`src/include/mss_pkg.sv`:
```
// Behaviour
// - Mode field 0..6; mode 0 leaves the drive on its normal keypad command.
// - Modes 1 and 4 run the programmed steps once, then stop the motor.
// - Modes 2 and 5 restart at the first step while run stays active.
// - Modes 3 and 6 run once, then hold final step frequency and direction.
// - Modes 1-3 resume the unfinished step after a stop and restart.
// - Modes 4-6 drop progress on stop and restart from the first step.
// - Step frequency commands 1..15, each 0 to 400 Hz, target of its step.
// - Sixteen step durations 0..15, each 0 to 3600 seconds.
// - Per-step direction: 0 stops output, 1 forward, 2 reverse.
// - Sequencing only while a terminal coded 22 is closed.
// - Step 0 takes its frequency from the keypad setting.
// - Step changes ramp with the selected first or second acc/dec pair.
package mss_pkg;
   // ---------------------------------------------------------------
   // Timing
   // ---------------------------------------------------------------
   localparam int unsigned CLK_PERIOD_NS = 8;
   localparam int unsigned MS_IN_NS      = 1_000_000;
   localparam int unsigned CYC_PER_MS    = MS_IN_NS / CLK_PERIOD_NS;
   localparam int unsigned MS_PER_SEC    = 1000;

   // ---------------------------------------------------------------
   // Sizes and encodings
   // ---------------------------------------------------------------
   localparam int unsigned NSTEP  = 16;
   localparam int unsigned NTERM  = 6;
   localparam int unsigned FREQ_W = 16;
   localparam int unsigned TIME_W = 12;
   localparam int unsigned DIR_W  = 2;
   localparam int unsigned MODE_W = 3;
   localparam int unsigned FUNC_W = 5;
   localparam int unsigned IDX_W  = 4;
   localparam int unsigned ADR_W  = 8;

   localparam logic [FREQ_W-1:0] FREQ_MAX      = 16'h9C40;
   localparam logic [TIME_W-1:0] TIME_MAX      = 12'h0E10;
   localparam logic [DIR_W-1:0]  DIR_STOP      = 2'h0;
   localparam logic [DIR_W-1:0]  DIR_FWD       = 2'h1;
   localparam logic [DIR_W-1:0]  DIR_REV       = 2'h2;
   localparam logic [FUNC_W-1:0] AUTO_RUN_FUNC = 5'h16;

   localparam logic [MODE_W-1:0] MODE_OFF        = 3'h0;
   localparam logic [MODE_W-1:0] MODE_ONCE_KEEP  = 3'h1;
   localparam logic [MODE_W-1:0] MODE_LOOP_KEEP  = 3'h2;
   localparam logic [MODE_W-1:0] MODE_HOLD_KEEP  = 3'h3;
   localparam logic [MODE_W-1:0] MODE_ONCE_NEW   = 3'h4;
   localparam logic [MODE_W-1:0] MODE_LOOP_NEW   = 3'h5;
   localparam logic [MODE_W-1:0] MODE_HOLD_NEW   = 3'h6;

   // ---------------------------------------------------------------
   // Register map (byte addresses)
   // ---------------------------------------------------------------
   localparam logic [ADR_W-1:0] ADR_CTRL      = 8'h00;
   localparam logic [ADR_W-1:0] ADR_KEYPAD    = 8'h04;
   localparam logic [ADR_W-1:0] ADR_TERM      = 8'h08;
   localparam logic [ADR_W-1:0] ADR_ACC1      = 8'h0C;
   localparam logic [ADR_W-1:0] ADR_DEC1      = 8'h10;
   localparam logic [ADR_W-1:0] ADR_ACC2      = 8'h14;
   localparam logic [ADR_W-1:0] ADR_DEC2      = 8'h18;
   localparam logic [ADR_W-1:0] ADR_STATUS    = 8'h1C;
   localparam logic [ADR_W-1:0] ADR_FREQ_OUT  = 8'h20;
   localparam logic [1:0]       ADR_STEP_PAGE = 2'h1;

   localparam int unsigned CTRL_MODE_LSB    = 0;
   localparam int unsigned CTRL_ASEL_BIT    = 4;
   localparam int unsigned STEP_FREQ_LSB    = 0;
   localparam int unsigned STEP_TIME_LSB    = 16;
   localparam int unsigned STEP_DIR_LSB     = 28;
   localparam int unsigned STAT_ELAPSED_LSB = 0;
   localparam int unsigned STAT_STEP_LSB    = 16;
   localparam int unsigned STAT_STATE_LSB   = 20;
   localparam int unsigned STAT_EN_BIT      = 24;
   localparam int unsigned STAT_PROG_BIT    = 25;

   localparam logic [MODE_W-1:0]       RST_MODE   = 3'h0;
   localparam logic [FREQ_W-1:0]       RST_KEYPAD = 16'h0000;
   localparam logic [FREQ_W-1:0]       RST_RATE   = 16'h0001;
   localparam logic [NTERM*FUNC_W-1:0] RST_TERM   = 30'h0000_0000;

   // ---------------------------------------------------------------
   // Types
   // ---------------------------------------------------------------
   typedef struct packed {
      logic [DIR_W-1:0]  dir;
      logic [TIME_W-1:0] secs;
      logic [FREQ_W-1:0] freq;
   } mss_step_t;

   typedef enum logic [1:0] {ST_IDLE, ST_RUN, ST_HOLD, ST_DONE} mss_state_t;
endpackage

```
`src/core/mss_tick.sv`:
```
`timescale 1ns/1ps
module mss_tick
   import mss_pkg::*;
#(
   parameter int unsigned CYC_MS = CYC_PER_MS
) (
   input  wire logic clk_i,
   input  wire logic rst_i,
   input  wire logic ce_i,
   input  wire logic clr_i,
   output logic      ms_tick_o,
   output logic      sec_tick_o
);
   localparam int unsigned CW = $clog2(CYC_MS + 1);

   logic [CW-1:0] cyc_r;
   logic [9:0]    ms_r;

   // Cleared while no step runs, so a step's first second is a full second
   always_ff @(posedge clk_i) begin
      if (rst_i || (ce_i && clr_i)) begin
         cyc_r      <= '0;
         ms_r       <= '0;
         ms_tick_o  <= 1'b0;
         sec_tick_o <= 1'b0;
      end else if (ce_i) begin
         ms_tick_o  <= 1'b0;
         sec_tick_o <= 1'b0;
         if (cyc_r == CW'(CYC_MS - 1)) begin
            cyc_r     <= '0;
            ms_tick_o <= 1'b1;
            if (ms_r == 10'(MS_PER_SEC - 1)) begin
               ms_r       <= '0;
               sec_tick_o <= 1'b1;
            end else begin
               ms_r <= ms_r + 10'h001;
            end
         end else begin
            cyc_r <= cyc_r + CW'(1);
         end
      end
   end
endmodule

```
`src/core/mss_ramp.sv`:
```
`timescale 1ns/1ps
module mss_ramp
   import mss_pkg::*;
(
   input  wire logic              clk_i,
   input  wire logic              rst_i,
   input  wire logic              ce_i,
   input  wire logic              ms_tick_i,
   input  wire logic [FREQ_W-1:0] target_i,
   input  wire logic [FREQ_W-1:0] up_rate_i,
   input  wire logic [FREQ_W-1:0] dn_rate_i,
   output logic      [FREQ_W-1:0] freq_o
);
   logic [FREQ_W:0] gap;

   always_comb begin
      gap = (target_i > freq_o) ? {1'b0, target_i} - {1'b0, freq_o}
                                : {1'b0, freq_o} - {1'b0, target_i};
   end

   // Never overshoots: the last slice of a ramp lands exactly on target
   always_ff @(posedge clk_i) begin
      if (rst_i) begin
         freq_o <= '0;
      end else if (ce_i && ms_tick_i) begin
         if (target_i > freq_o) begin
            freq_o <= (gap > {1'b0, up_rate_i}) ? freq_o + up_rate_i : target_i;
         end else if (target_i < freq_o) begin
            freq_o <= (gap > {1'b0, dn_rate_i}) ? freq_o - dn_rate_i : target_i;
         end
      end
   end
endmodule

```
`src/core/mss_sequencer.sv`:
```
`timescale 1ns/1ps
module mss_sequencer
   import mss_pkg::*;
#(
   parameter int unsigned CYC_MS = CYC_PER_MS
) (
   input  wire logic              clk_i,
   input  wire logic              rst_i,
   input  wire logic              ce_i,
   input  wire logic [ADR_W-1:0]  adr_i,
   input  wire logic [31:0]       dat_i,
   input  wire logic              we_i,
   input  wire logic [3:0]        sel_i,
   input  wire logic              cyc_i,
   input  wire logic              stb_i,
   output logic      [31:0]       dat_o,
   output logic                   ack_o,
   input  wire logic              run_cmd_i,
   input  wire logic [NTERM-1:0]  terminal_i,
   output logic      [FREQ_W-1:0] freq_o,
   output logic                   forward_rotation_o,
   output logic                   reverse_rotation_o,
   output logic                   seq_active_o,
   output logic      [IDX_W-1:0]  step_o
);
   // ---------------------------------------------------------------
   // Registers and state
   // ---------------------------------------------------------------
   mss_step_t               steps_r [NSTEP];
   logic [MODE_W-1:0]       mode_r;
   logic                    acc_sel_r;
   logic [FREQ_W-1:0]       keypad_r, acc1_r, dec1_r, acc2_r, dec2_r;
   logic [NTERM*FUNC_W-1:0] term_func_r;
   logic [1:0]              run_sync_r;
   logic [NTERM-1:0]        term_s1_r, term_s2_r;
   mss_state_t              state_r;
   logic [IDX_W-1:0]        step_r;
   logic [TIME_W-1:0]       elapsed_r;
   logic                    progress_r;
   logic [FREQ_W-1:0]       target_r;

   logic             run, seq_en, any_step, at_end, bus_req, step_page;
   logic             once_m, loop_m, hold_m, resume_m, start;
   logic [NTERM-1:0] term_hit;
   logic [IDX_W-1:0] first_idx, last_idx, next_idx;
   logic             ramp_tick, sec_tick;
   logic [31:0]      rd_word, wr_word;
   mss_step_t        cur;

   function automatic logic [31:0] merge(input logic [31:0] old,
                                         input logic [31:0] nw,
                                         input logic [3:0]  sel);
      logic [31:0] r;
      r = old;
      for (int b = 0; b < 4; b++) begin
         if (sel[b]) begin
            r[8*b +: 8] = nw[8*b +: 8];
         end
      end
      return r;
   endfunction

   function automatic logic [FREQ_W-1:0] fclamp(input logic [FREQ_W-1:0] f);
      return (f > FREQ_MAX) ? FREQ_MAX : f;
   endfunction

   // ---------------------------------------------------------------
   // Pin synchronisers and enable terminal
   // ---------------------------------------------------------------
   always_ff @(posedge clk_i) begin
      if (rst_i) begin
         run_sync_r <= '0;
         term_s1_r  <= '0;
         term_s2_r  <= '0;
      end else if (ce_i) begin
         run_sync_r <= {run_sync_r[0], run_cmd_i};
         term_s1_r  <= terminal_i;
         term_s2_r  <= term_s1_r;
      end
   end

   generate
      for (genvar g = 0; g < NTERM; g++) begin : g_term
         assign term_hit[g] = term_s2_r[g] &&
                              (term_func_r[g*FUNC_W +: FUNC_W] == AUTO_RUN_FUNC);
      end
   endgenerate

   assign run      = run_sync_r[1];
   assign seq_en   = (|term_hit) && (mode_r != MODE_OFF);
   assign once_m   = (mode_r == MODE_ONCE_KEEP) || (mode_r == MODE_ONCE_NEW);
   assign loop_m   = (mode_r == MODE_LOOP_KEEP) || (mode_r == MODE_LOOP_NEW);
   assign hold_m   = (mode_r == MODE_HOLD_KEEP) || (mode_r == MODE_HOLD_NEW);
   assign resume_m = (mode_r >= MODE_ONCE_KEEP) && (mode_r <= MODE_HOLD_KEEP);
   assign cur      = steps_r[step_r];
   assign start    = (state_r == ST_IDLE) && seq_en && run && any_step;

   // ---------------------------------------------------------------
   // Step table scan: unused steps carry zero duration
   // ---------------------------------------------------------------
   always_comb begin
      first_idx = '0;
      last_idx  = '0;
      next_idx  = '0;
      any_step  = 1'b0;
      for (int i = NSTEP - 1; i >= 0; i--) begin
         if (steps_r[i].secs != '0) begin
            first_idx = IDX_W'(i);
            if (IDX_W'(i) > step_r) begin
               next_idx = IDX_W'(i);
            end
         end
      end
      for (int i = 0; i < NSTEP; i++) begin
         if (steps_r[i].secs != '0) begin
            last_idx = IDX_W'(i);
            any_step = 1'b1;
         end
      end
   end

   assign at_end = sec_tick && (TIME_W'(elapsed_r + 1'b1) >= cur.secs);

   // ---------------------------------------------------------------
   // Wishbone slave
   // ---------------------------------------------------------------
   assign bus_req   = cyc_i && stb_i && !ack_o;
   assign step_page = (adr_i[7:6] == ADR_STEP_PAGE);
   assign wr_word   = merge(rd_word, dat_i, sel_i);

   always_comb begin
      rd_word = 32'h0000_0000;
      if (step_page) begin
         rd_word = {2'b00, steps_r[adr_i[5:2]]};
      end else begin
         unique case (adr_i)
            ADR_CTRL: begin
               rd_word[CTRL_MODE_LSB +: MODE_W] = mode_r;
               rd_word[CTRL_ASEL_BIT]           = acc_sel_r;
            end
            ADR_KEYPAD:   rd_word[FREQ_W-1:0] = keypad_r;
            ADR_TERM:     rd_word[NTERM*FUNC_W-1:0] = term_func_r;
            ADR_ACC1:     rd_word[FREQ_W-1:0] = acc1_r;
            ADR_DEC1:     rd_word[FREQ_W-1:0] = dec1_r;
            ADR_ACC2:     rd_word[FREQ_W-1:0] = acc2_r;
            ADR_DEC2:     rd_word[FREQ_W-1:0] = dec2_r;
            ADR_STATUS: begin
               rd_word[STAT_ELAPSED_LSB +: TIME_W] = elapsed_r;
               rd_word[STAT_STEP_LSB +: IDX_W]     = step_r;
               rd_word[STAT_STATE_LSB +: 2]        = state_r;
               rd_word[STAT_EN_BIT]                = seq_en;
               rd_word[STAT_PROG_BIT]              = progress_r;
            end
            ADR_FREQ_OUT: rd_word[FREQ_W-1:0] = freq_o;
            default:      rd_word = 32'h0000_0000;
         endcase
      end
   end

   always_ff @(posedge clk_i) begin
      if (rst_i) begin
         ack_o <= 1'b0;
         dat_o <= '0;
      end else if (ce_i) begin
         ack_o <= bus_req;
         if (bus_req && !we_i) begin
            dat_o <= rd_word;
         end
      end
   end

   // Frequency and duration writes saturate at the documented maxima instead of wrapping
   always_ff @(posedge clk_i) begin
      if (rst_i) begin
         mode_r      <= RST_MODE;
         acc_sel_r   <= 1'b0;
         keypad_r    <= RST_KEYPAD;
         term_func_r <= RST_TERM;
         acc1_r      <= RST_RATE;
         dec1_r      <= RST_RATE;
         acc2_r      <= RST_RATE;
         dec2_r      <= RST_RATE;
         for (int i = 0; i < NSTEP; i++) begin
            steps_r[i] <= '0;
         end
      end else if (ce_i && bus_req && we_i) begin
         if (step_page) begin
            steps_r[adr_i[5:2]].freq <= fclamp(wr_word[STEP_FREQ_LSB +: FREQ_W]);
            steps_r[adr_i[5:2]].secs <= (wr_word[STEP_TIME_LSB +: TIME_W] > TIME_MAX) ?
                                        TIME_MAX : wr_word[STEP_TIME_LSB +: TIME_W];
            steps_r[adr_i[5:2]].dir  <= wr_word[STEP_DIR_LSB +: DIR_W];
         end else begin
            unique case (adr_i)
               ADR_CTRL: begin
                  // Out-of-range codes are ignored, keeping the last legal mode
                  if (wr_word[CTRL_MODE_LSB +: MODE_W] <= MODE_HOLD_NEW) begin
                     mode_r <= wr_word[CTRL_MODE_LSB +: MODE_W];
                  end
                  acc_sel_r <= wr_word[CTRL_ASEL_BIT];
               end
               ADR_KEYPAD: keypad_r    <= fclamp(wr_word[FREQ_W-1:0]);
               ADR_TERM:   term_func_r <= wr_word[NTERM*FUNC_W-1:0];
               ADR_ACC1:   acc1_r      <= wr_word[FREQ_W-1:0];
               ADR_DEC1:   dec1_r      <= wr_word[FREQ_W-1:0];
               ADR_ACC2:   acc2_r      <= wr_word[FREQ_W-1:0];
               ADR_DEC2:   dec2_r      <= wr_word[FREQ_W-1:0];
               default: ;
            endcase
         end
      end
   end

   // ---------------------------------------------------------------
   // Sequencer state machine
   // ---------------------------------------------------------------
   always_ff @(posedge clk_i) begin
      if (rst_i) begin
         state_r    <= ST_IDLE;
         step_r     <= '0;
         elapsed_r  <= '0;
         progress_r <= 1'b0;
      end else if (ce_i) begin
         unique case (state_r)
            ST_IDLE: begin
               if (start) begin
                  state_r <= ST_RUN;
                  if (!(progress_r && resume_m)) begin
                     step_r    <= first_idx;
                     elapsed_r <= '0;
                  end
                  progress_r <= 1'b1;
               end
            end
            ST_RUN: begin
               if (!seq_en || !run) begin
                  // Sub-second progress of the step is lost on a stop
                  state_r    <= ST_IDLE;
                  progress_r <= resume_m;
               end else if (at_end) begin
                  elapsed_r <= '0;
                  if (step_r >= last_idx) begin
                     if (once_m) begin
                        state_r <= ST_DONE;
                     end else if (loop_m) begin
                        step_r <= first_idx;
                     end else if (hold_m) begin
                        state_r <= ST_HOLD;
                     end
                  end else begin
                     step_r <= next_idx;
                  end
               end else if (sec_tick) begin
                  elapsed_r <= elapsed_r + 1'b1;
               end
            end
            ST_HOLD, ST_DONE: begin
               if (!seq_en || !run) begin
                  state_r    <= ST_IDLE;
                  progress_r <= 1'b0;
               end
            end
         endcase
      end
   end

   // ---------------------------------------------------------------
   // Drive command
   // ---------------------------------------------------------------
   always_ff @(posedge clk_i) begin
      if (rst_i) begin
         target_r           <= '0;
         forward_rotation_o <= 1'b0;
         reverse_rotation_o <= 1'b0;
         seq_active_o       <= 1'b0;
         step_o             <= '0;
      end else if (ce_i) begin
         seq_active_o <= seq_en;
         step_o       <= step_r;
         if (!seq_en) begin
            target_r           <= keypad_r;
            forward_rotation_o <= run;
            reverse_rotation_o <= 1'b0;
         end else if ((state_r == ST_RUN || state_r == ST_HOLD) && cur.dir != DIR_STOP &&
                      cur.dir <= DIR_REV) begin
            target_r           <= (step_r == '0) ? keypad_r : cur.freq;
            forward_rotation_o <= (cur.dir == DIR_FWD);
            reverse_rotation_o <= (cur.dir == DIR_REV);
         end else begin
            target_r           <= '0;
            forward_rotation_o <= 1'b0;
            reverse_rotation_o <= 1'b0;
         end
      end
   end

   mss_tick #(.CYC_MS(CYC_MS)) u_tick (
      .clk_i      (clk_i),
      .rst_i      (rst_i),
      .ce_i       (ce_i),
      .clr_i      (state_r != ST_RUN),
      .ms_tick_o  (),
      .sec_tick_o (sec_tick)
   );

   // Ramp time base runs free, so the output still ramps to zero after a cycle ends
   mss_tick #(.CYC_MS(CYC_MS)) u_ramp_tick (
      .clk_i      (clk_i),
      .rst_i      (rst_i),
      .ce_i       (ce_i),
      .clr_i      (1'b0),
      .ms_tick_o  (ramp_tick),
      .sec_tick_o ()
   );

   mss_ramp u_ramp (
      .clk_i     (clk_i),
      .rst_i     (rst_i),
      .ce_i      (ce_i),
      .ms_tick_i (ramp_tick),
      .target_i  (target_r),
      .up_rate_i (acc_sel_r ? acc2_r : acc1_r),
      .dn_rate_i (acc_sel_r ? dec2_r : dec1_r),
      .freq_o    (freq_o)
   );
endmodule

```
`config.mk`:
```
export PLATFORM = sky130hd
export DESIGN_NAME = mss_sequencer
export DESIGN_NICKNAME = d
export VERILOG_FILES = /design/src/include/mss_pkg.sv /design/src/core/mss_tick.sv /design/src/core/mss_ramp.sv /design/src/core/mss_sequencer.sv
export SDC_FILE = /design/constraint.sdc
export NUM_CORES = 2
export LEC_CHECK = 0
export BUFFER_PORTS_ARGS = -buffer_cell sky130_fd_sc_hd__buf_2
export CAP_MARGIN = 20
export CORE_ASPECT_RATIO = 0.75
export CORE_MARGIN = 10
export CORE_UTILIZATION = 49
export CTS_CLUSTER_DIAMETER = 120
export DETAILED_ROUTE_END_ITERATION = 10
export PLACE_DENSITY_LB_ADDON = 0.25
export SYNTH_ARGS = -nofsm -noshare
export SYNTH_HDL_FRONTEND = slang
export SYNTH_SLANG_ARGS = --single-unit
```
`constraint.sdc`:
```
create_clock -name clk_i -period 5.65 [get_ports clk_i]
set_clock_uncertainty 0.1 [all_clocks]
set_input_delay 0.2825 -clock clk_i [delete_from_list [all_inputs] [get_ports clk_i]]
set_output_delay 0.2825 -clock clk_i [all_outputs]
set_load 0.01 [all_outputs]
```
==> run metrics <==
status completed; DR iter-0 viols approximately 6,400; fmax about 0.19 GHz; All-Layer GR Usage ~31%; Seq/Total Area, Yosys 46.6%; grt total ovfl 0; largest net degree at the start of global routing 86; CP cell instances inv_1, ha_1, nand4_1, nor3_2, and2_1, a21o_1, o31a_1, mux2i_1, nor3_1, nor2_1, xnor2_1, ha_1, a211oi_1, o21ai_1, nand2b_1, o2111ai_1, o21a_1, o21ai_0, buf_4, and2_1, buf_12, o311ai_0, a21oi_1; row count slightly above 90; H-tree levels 3; register area 19,800 um^2; register bit total from synthesis 747; DP Wirelength between 100,000 and 150,000 um; area of the multi-input gates 21,100 um^2; Clock Root Buffer clkbuf_16; Final ANT Viol Nets 0; Synth warnings 0; Hold Path Class input pin to register; Max Root-Sink Buffers 3; final cell count without fillers 5,180; Setup WS post-layout 0.350 ns; Hold Violations, Final 0; Peak supply drop roughly 0.24 mV; PwrDens 259 nW/um^2; dpl ws around 0.28 ns; Post-synth EDFFs 480; fill cell count 7,286; share of layout cells above drive strength 1 between 10% and 20%; Cells after DPL between 5,000 and 6,000; slew of the pin with the lowest slew margin ~1.2 ns; Max Cap Violations 0; DR WL/cell between 30 and 40 um; Synth cell types 93; CTS buffer count around 80; clock slew seen by the registers of the worst setup and hold paths roughly 0.06 ns; slowest cell delay on critical path 0.37 ns; DRC viols 0; Max stage delay cell, worst path o311ai_0; Starting Density 49.4%; die width about 360 um; Clk Latency, worst-skew pair ~0.67 ns; Req. time, crit path between 6 and 7 ns; vias in the first global route 32,268; initial antenna violation count 9; global placement routability congestion between 1 and 1.5; port bufs between 100 and 150; most frequent cells in the layout nor2_1, edfxtp_1, dfxtp_1; drt pass-1 iters 9; Setup crit start kind register; synthesized cell area between 40,000 and 50,000 um^2; Arr. time, crit path approximately 5.7 ns; TritonCTS clock tree done; first-pass GRT wire length about 220,000 um; crit share post-route 93.8%; endpoint class of the critical path register; total wire length 156,000 um; vias per inst 6.76; most common cell after layout, fill and taps aside nor2_1; Final nets ~4,200; crit path kind register to register; DR vias 35,006; slew margin rel. between 10% and 20%; Die ar. roughly 100,000 um^2; Layout area overhead 11.7%; core area 85,900 um^2; Final Max Slew Viols 0; Final min period between 5 and 6 ns; Leak between 15 and 20 nW; IO Pins between 100 and 150; Post-synth ARST share 0%; clk sinks approximately 750; Mapped Cells 3,891; endpoints failing setup 0; Die Y roughly 270 um; Avg Inst Size Synth between 10 and 15 um^2; CP Max Fanout 17; Most used DFF post-synth edfxtp_1
-- worst max-delay path: cells and delay by family, from the launching register on --
kind	cells	cell delay [ns]
AND/OR/NAND/NOR	7	1.64
AO/OA/AOI/OAI	9	1.59
adder cells (fa/ha/maj)	2	0.62
buffers and inverters	3	0.44
flip-flops	1	0.33
XOR/XNOR	1	0.26
multiplexers	1	0.19
-- where the power goes --
| group | internal, mW | switching, mW | leakage, nW |
|---|---|---|---|
| combinational | 0.342 | 0.679 | 9.19 |
| sequential | 5.93 | 0.0947 | 7.12 |
| clock | 2.95 | 2.30 | 1.22 |
-- final timing paths --
| check | startpoint | depth (start not counted) | slack [ns] | end |
|---|---|---|---|---|
| max | u_ramp.freq_o[15] | 23 | 0.35 | u_ramp.freq_o[3] |
| min reg2reg | ack_o | 2 | 0.37 | ack_o |
| min | dat_i[21] | 4 | 0.03 | term_func_r[21] |
| max reg2reg | u_ramp.freq_o[15] | 23 | 0.35 | u_ramp.freq_o[3] |
-- kinds of logic after synthesis --
| logic type | synth area share (%) |
|---|---|
| other | 0.00884 |
| flip-flops | 46.6 |
| multiplexers | 18.8 |
| XOR/XNOR | 1.73 |
| adder cells (fa/ha/maj) | 3.67 |
| buffers and inverters | 3.90 |
| AND/OR/NAND/NOR | 16.0 |
| AO/OA/AOI/OAI | 9.34 |
-- state kept, by name (all words and copies together) (netlist names), 16 cells and up, named ones only --
signal	cells
acc2_r	16
u_tick.cyc_r	17
dec1_r	16
keypad_r	16
dec2_r	16
dat_o	30
u_ramp.freq_o	16
target_r	16
u_ramp_tick.cyc_r	17
acc1_r	16
steps_r	480
term_func_r	30
-- timing repair --
item	in CTS	in global routing
resized for setup	0	6
hold endpoints to repair	35	1
endpoints found under the setup margin	0	16
buffers inserted	0	1
hold buffers	16	1
-- Yosys cell counts (17+ instances only) --
master | number | share of area (%)
nand2b_1 | 21 | 0.31
a221oi_1 | 32 | 0.66
buf_2 | 45 | 0.53
inv_1 | 88 | 0.78
mux2_2 | 40 | 1.1
a31oi_1 | 18 | 0.27
a22o_1 | 25 | 0.52
nor2_1 | 836 | 7.4
dfxtp_1 | 267 | 13
ha_1 | 118 | 3.5
clkbuf_1 | 205 | 1.8
mux4_1 | 17 | 1.1
a22oi_1 | 55 | 0.97
buf_1 | 27 | 0.24
nand3b_1 | 40 | 0.71
nor3_1 | 49 | 0.58
o21ai_0 | 100 | 1.2
a21oi_1 | 167 | 2.0
a211oi_1 | 24 | 0.42
mux2i_1 | 130 | 3.1
nand2_1 | 242 | 2.1
nand4_1 | 33 | 0.49
edfxtp_1 | 480 | 34
nor2b_1 | 26 | 0.38
a21o_1 | 36 | 0.64
and3_1 | 57 | 0.84
nor4_1 | 58 | 0.86
xnor2_1 | 40 | 0.83
mux4_2 | 255 | 14
o22ai_1 | 31 | 0.46
nand3_1 | 62 | 0.73
and2_1 | 17 | 0.25
xor2_1 | 44 | 0.91
-- metal layers --
metal  up-vias  global-route usage (%)  share of wire (%)
li1      14630                       -                  -
met4        16                    9.54                3.6
met3       425                    14.1                 18
met2      2952                    40.8                 39
met5         -                   0.956               0.14
met1     16983                    43.3                 39
-- per-stage QoR --
step	power (mW)	cell area (um^2)	utilization [%]	setup TNS, ns	hold slack, ns
2_1_floorplan	6.67	42400	-	0	0.330
3_3_place_gp	7.06	44400	51.7	0	0.361
3_5_place_dp	7.08	44500	51.8	0	0.367
4_1_cts	12.2	47200	54.9	0	0.00159
5_1_grt	12.5	47400	55.2	-0.00801	0.0549
6_report	12.3	47400	55.2	0	0.0331
-- final cells by class --
type | instances | area share [%]
Timing Repair Buffer | 298 | 4.65
Clock inverter | 34 | 0.697
Inverter | 88 | 0.697
Clock buffer | 109 | 4.62
Multi-Input combinational cell | 2759 | 44.6
Tap cell | 1140 | 3.01
Sequential cell | 747 | 41.7
Antenna cell | 5 | 0.0264
Power figures use the tool's default switching activity.
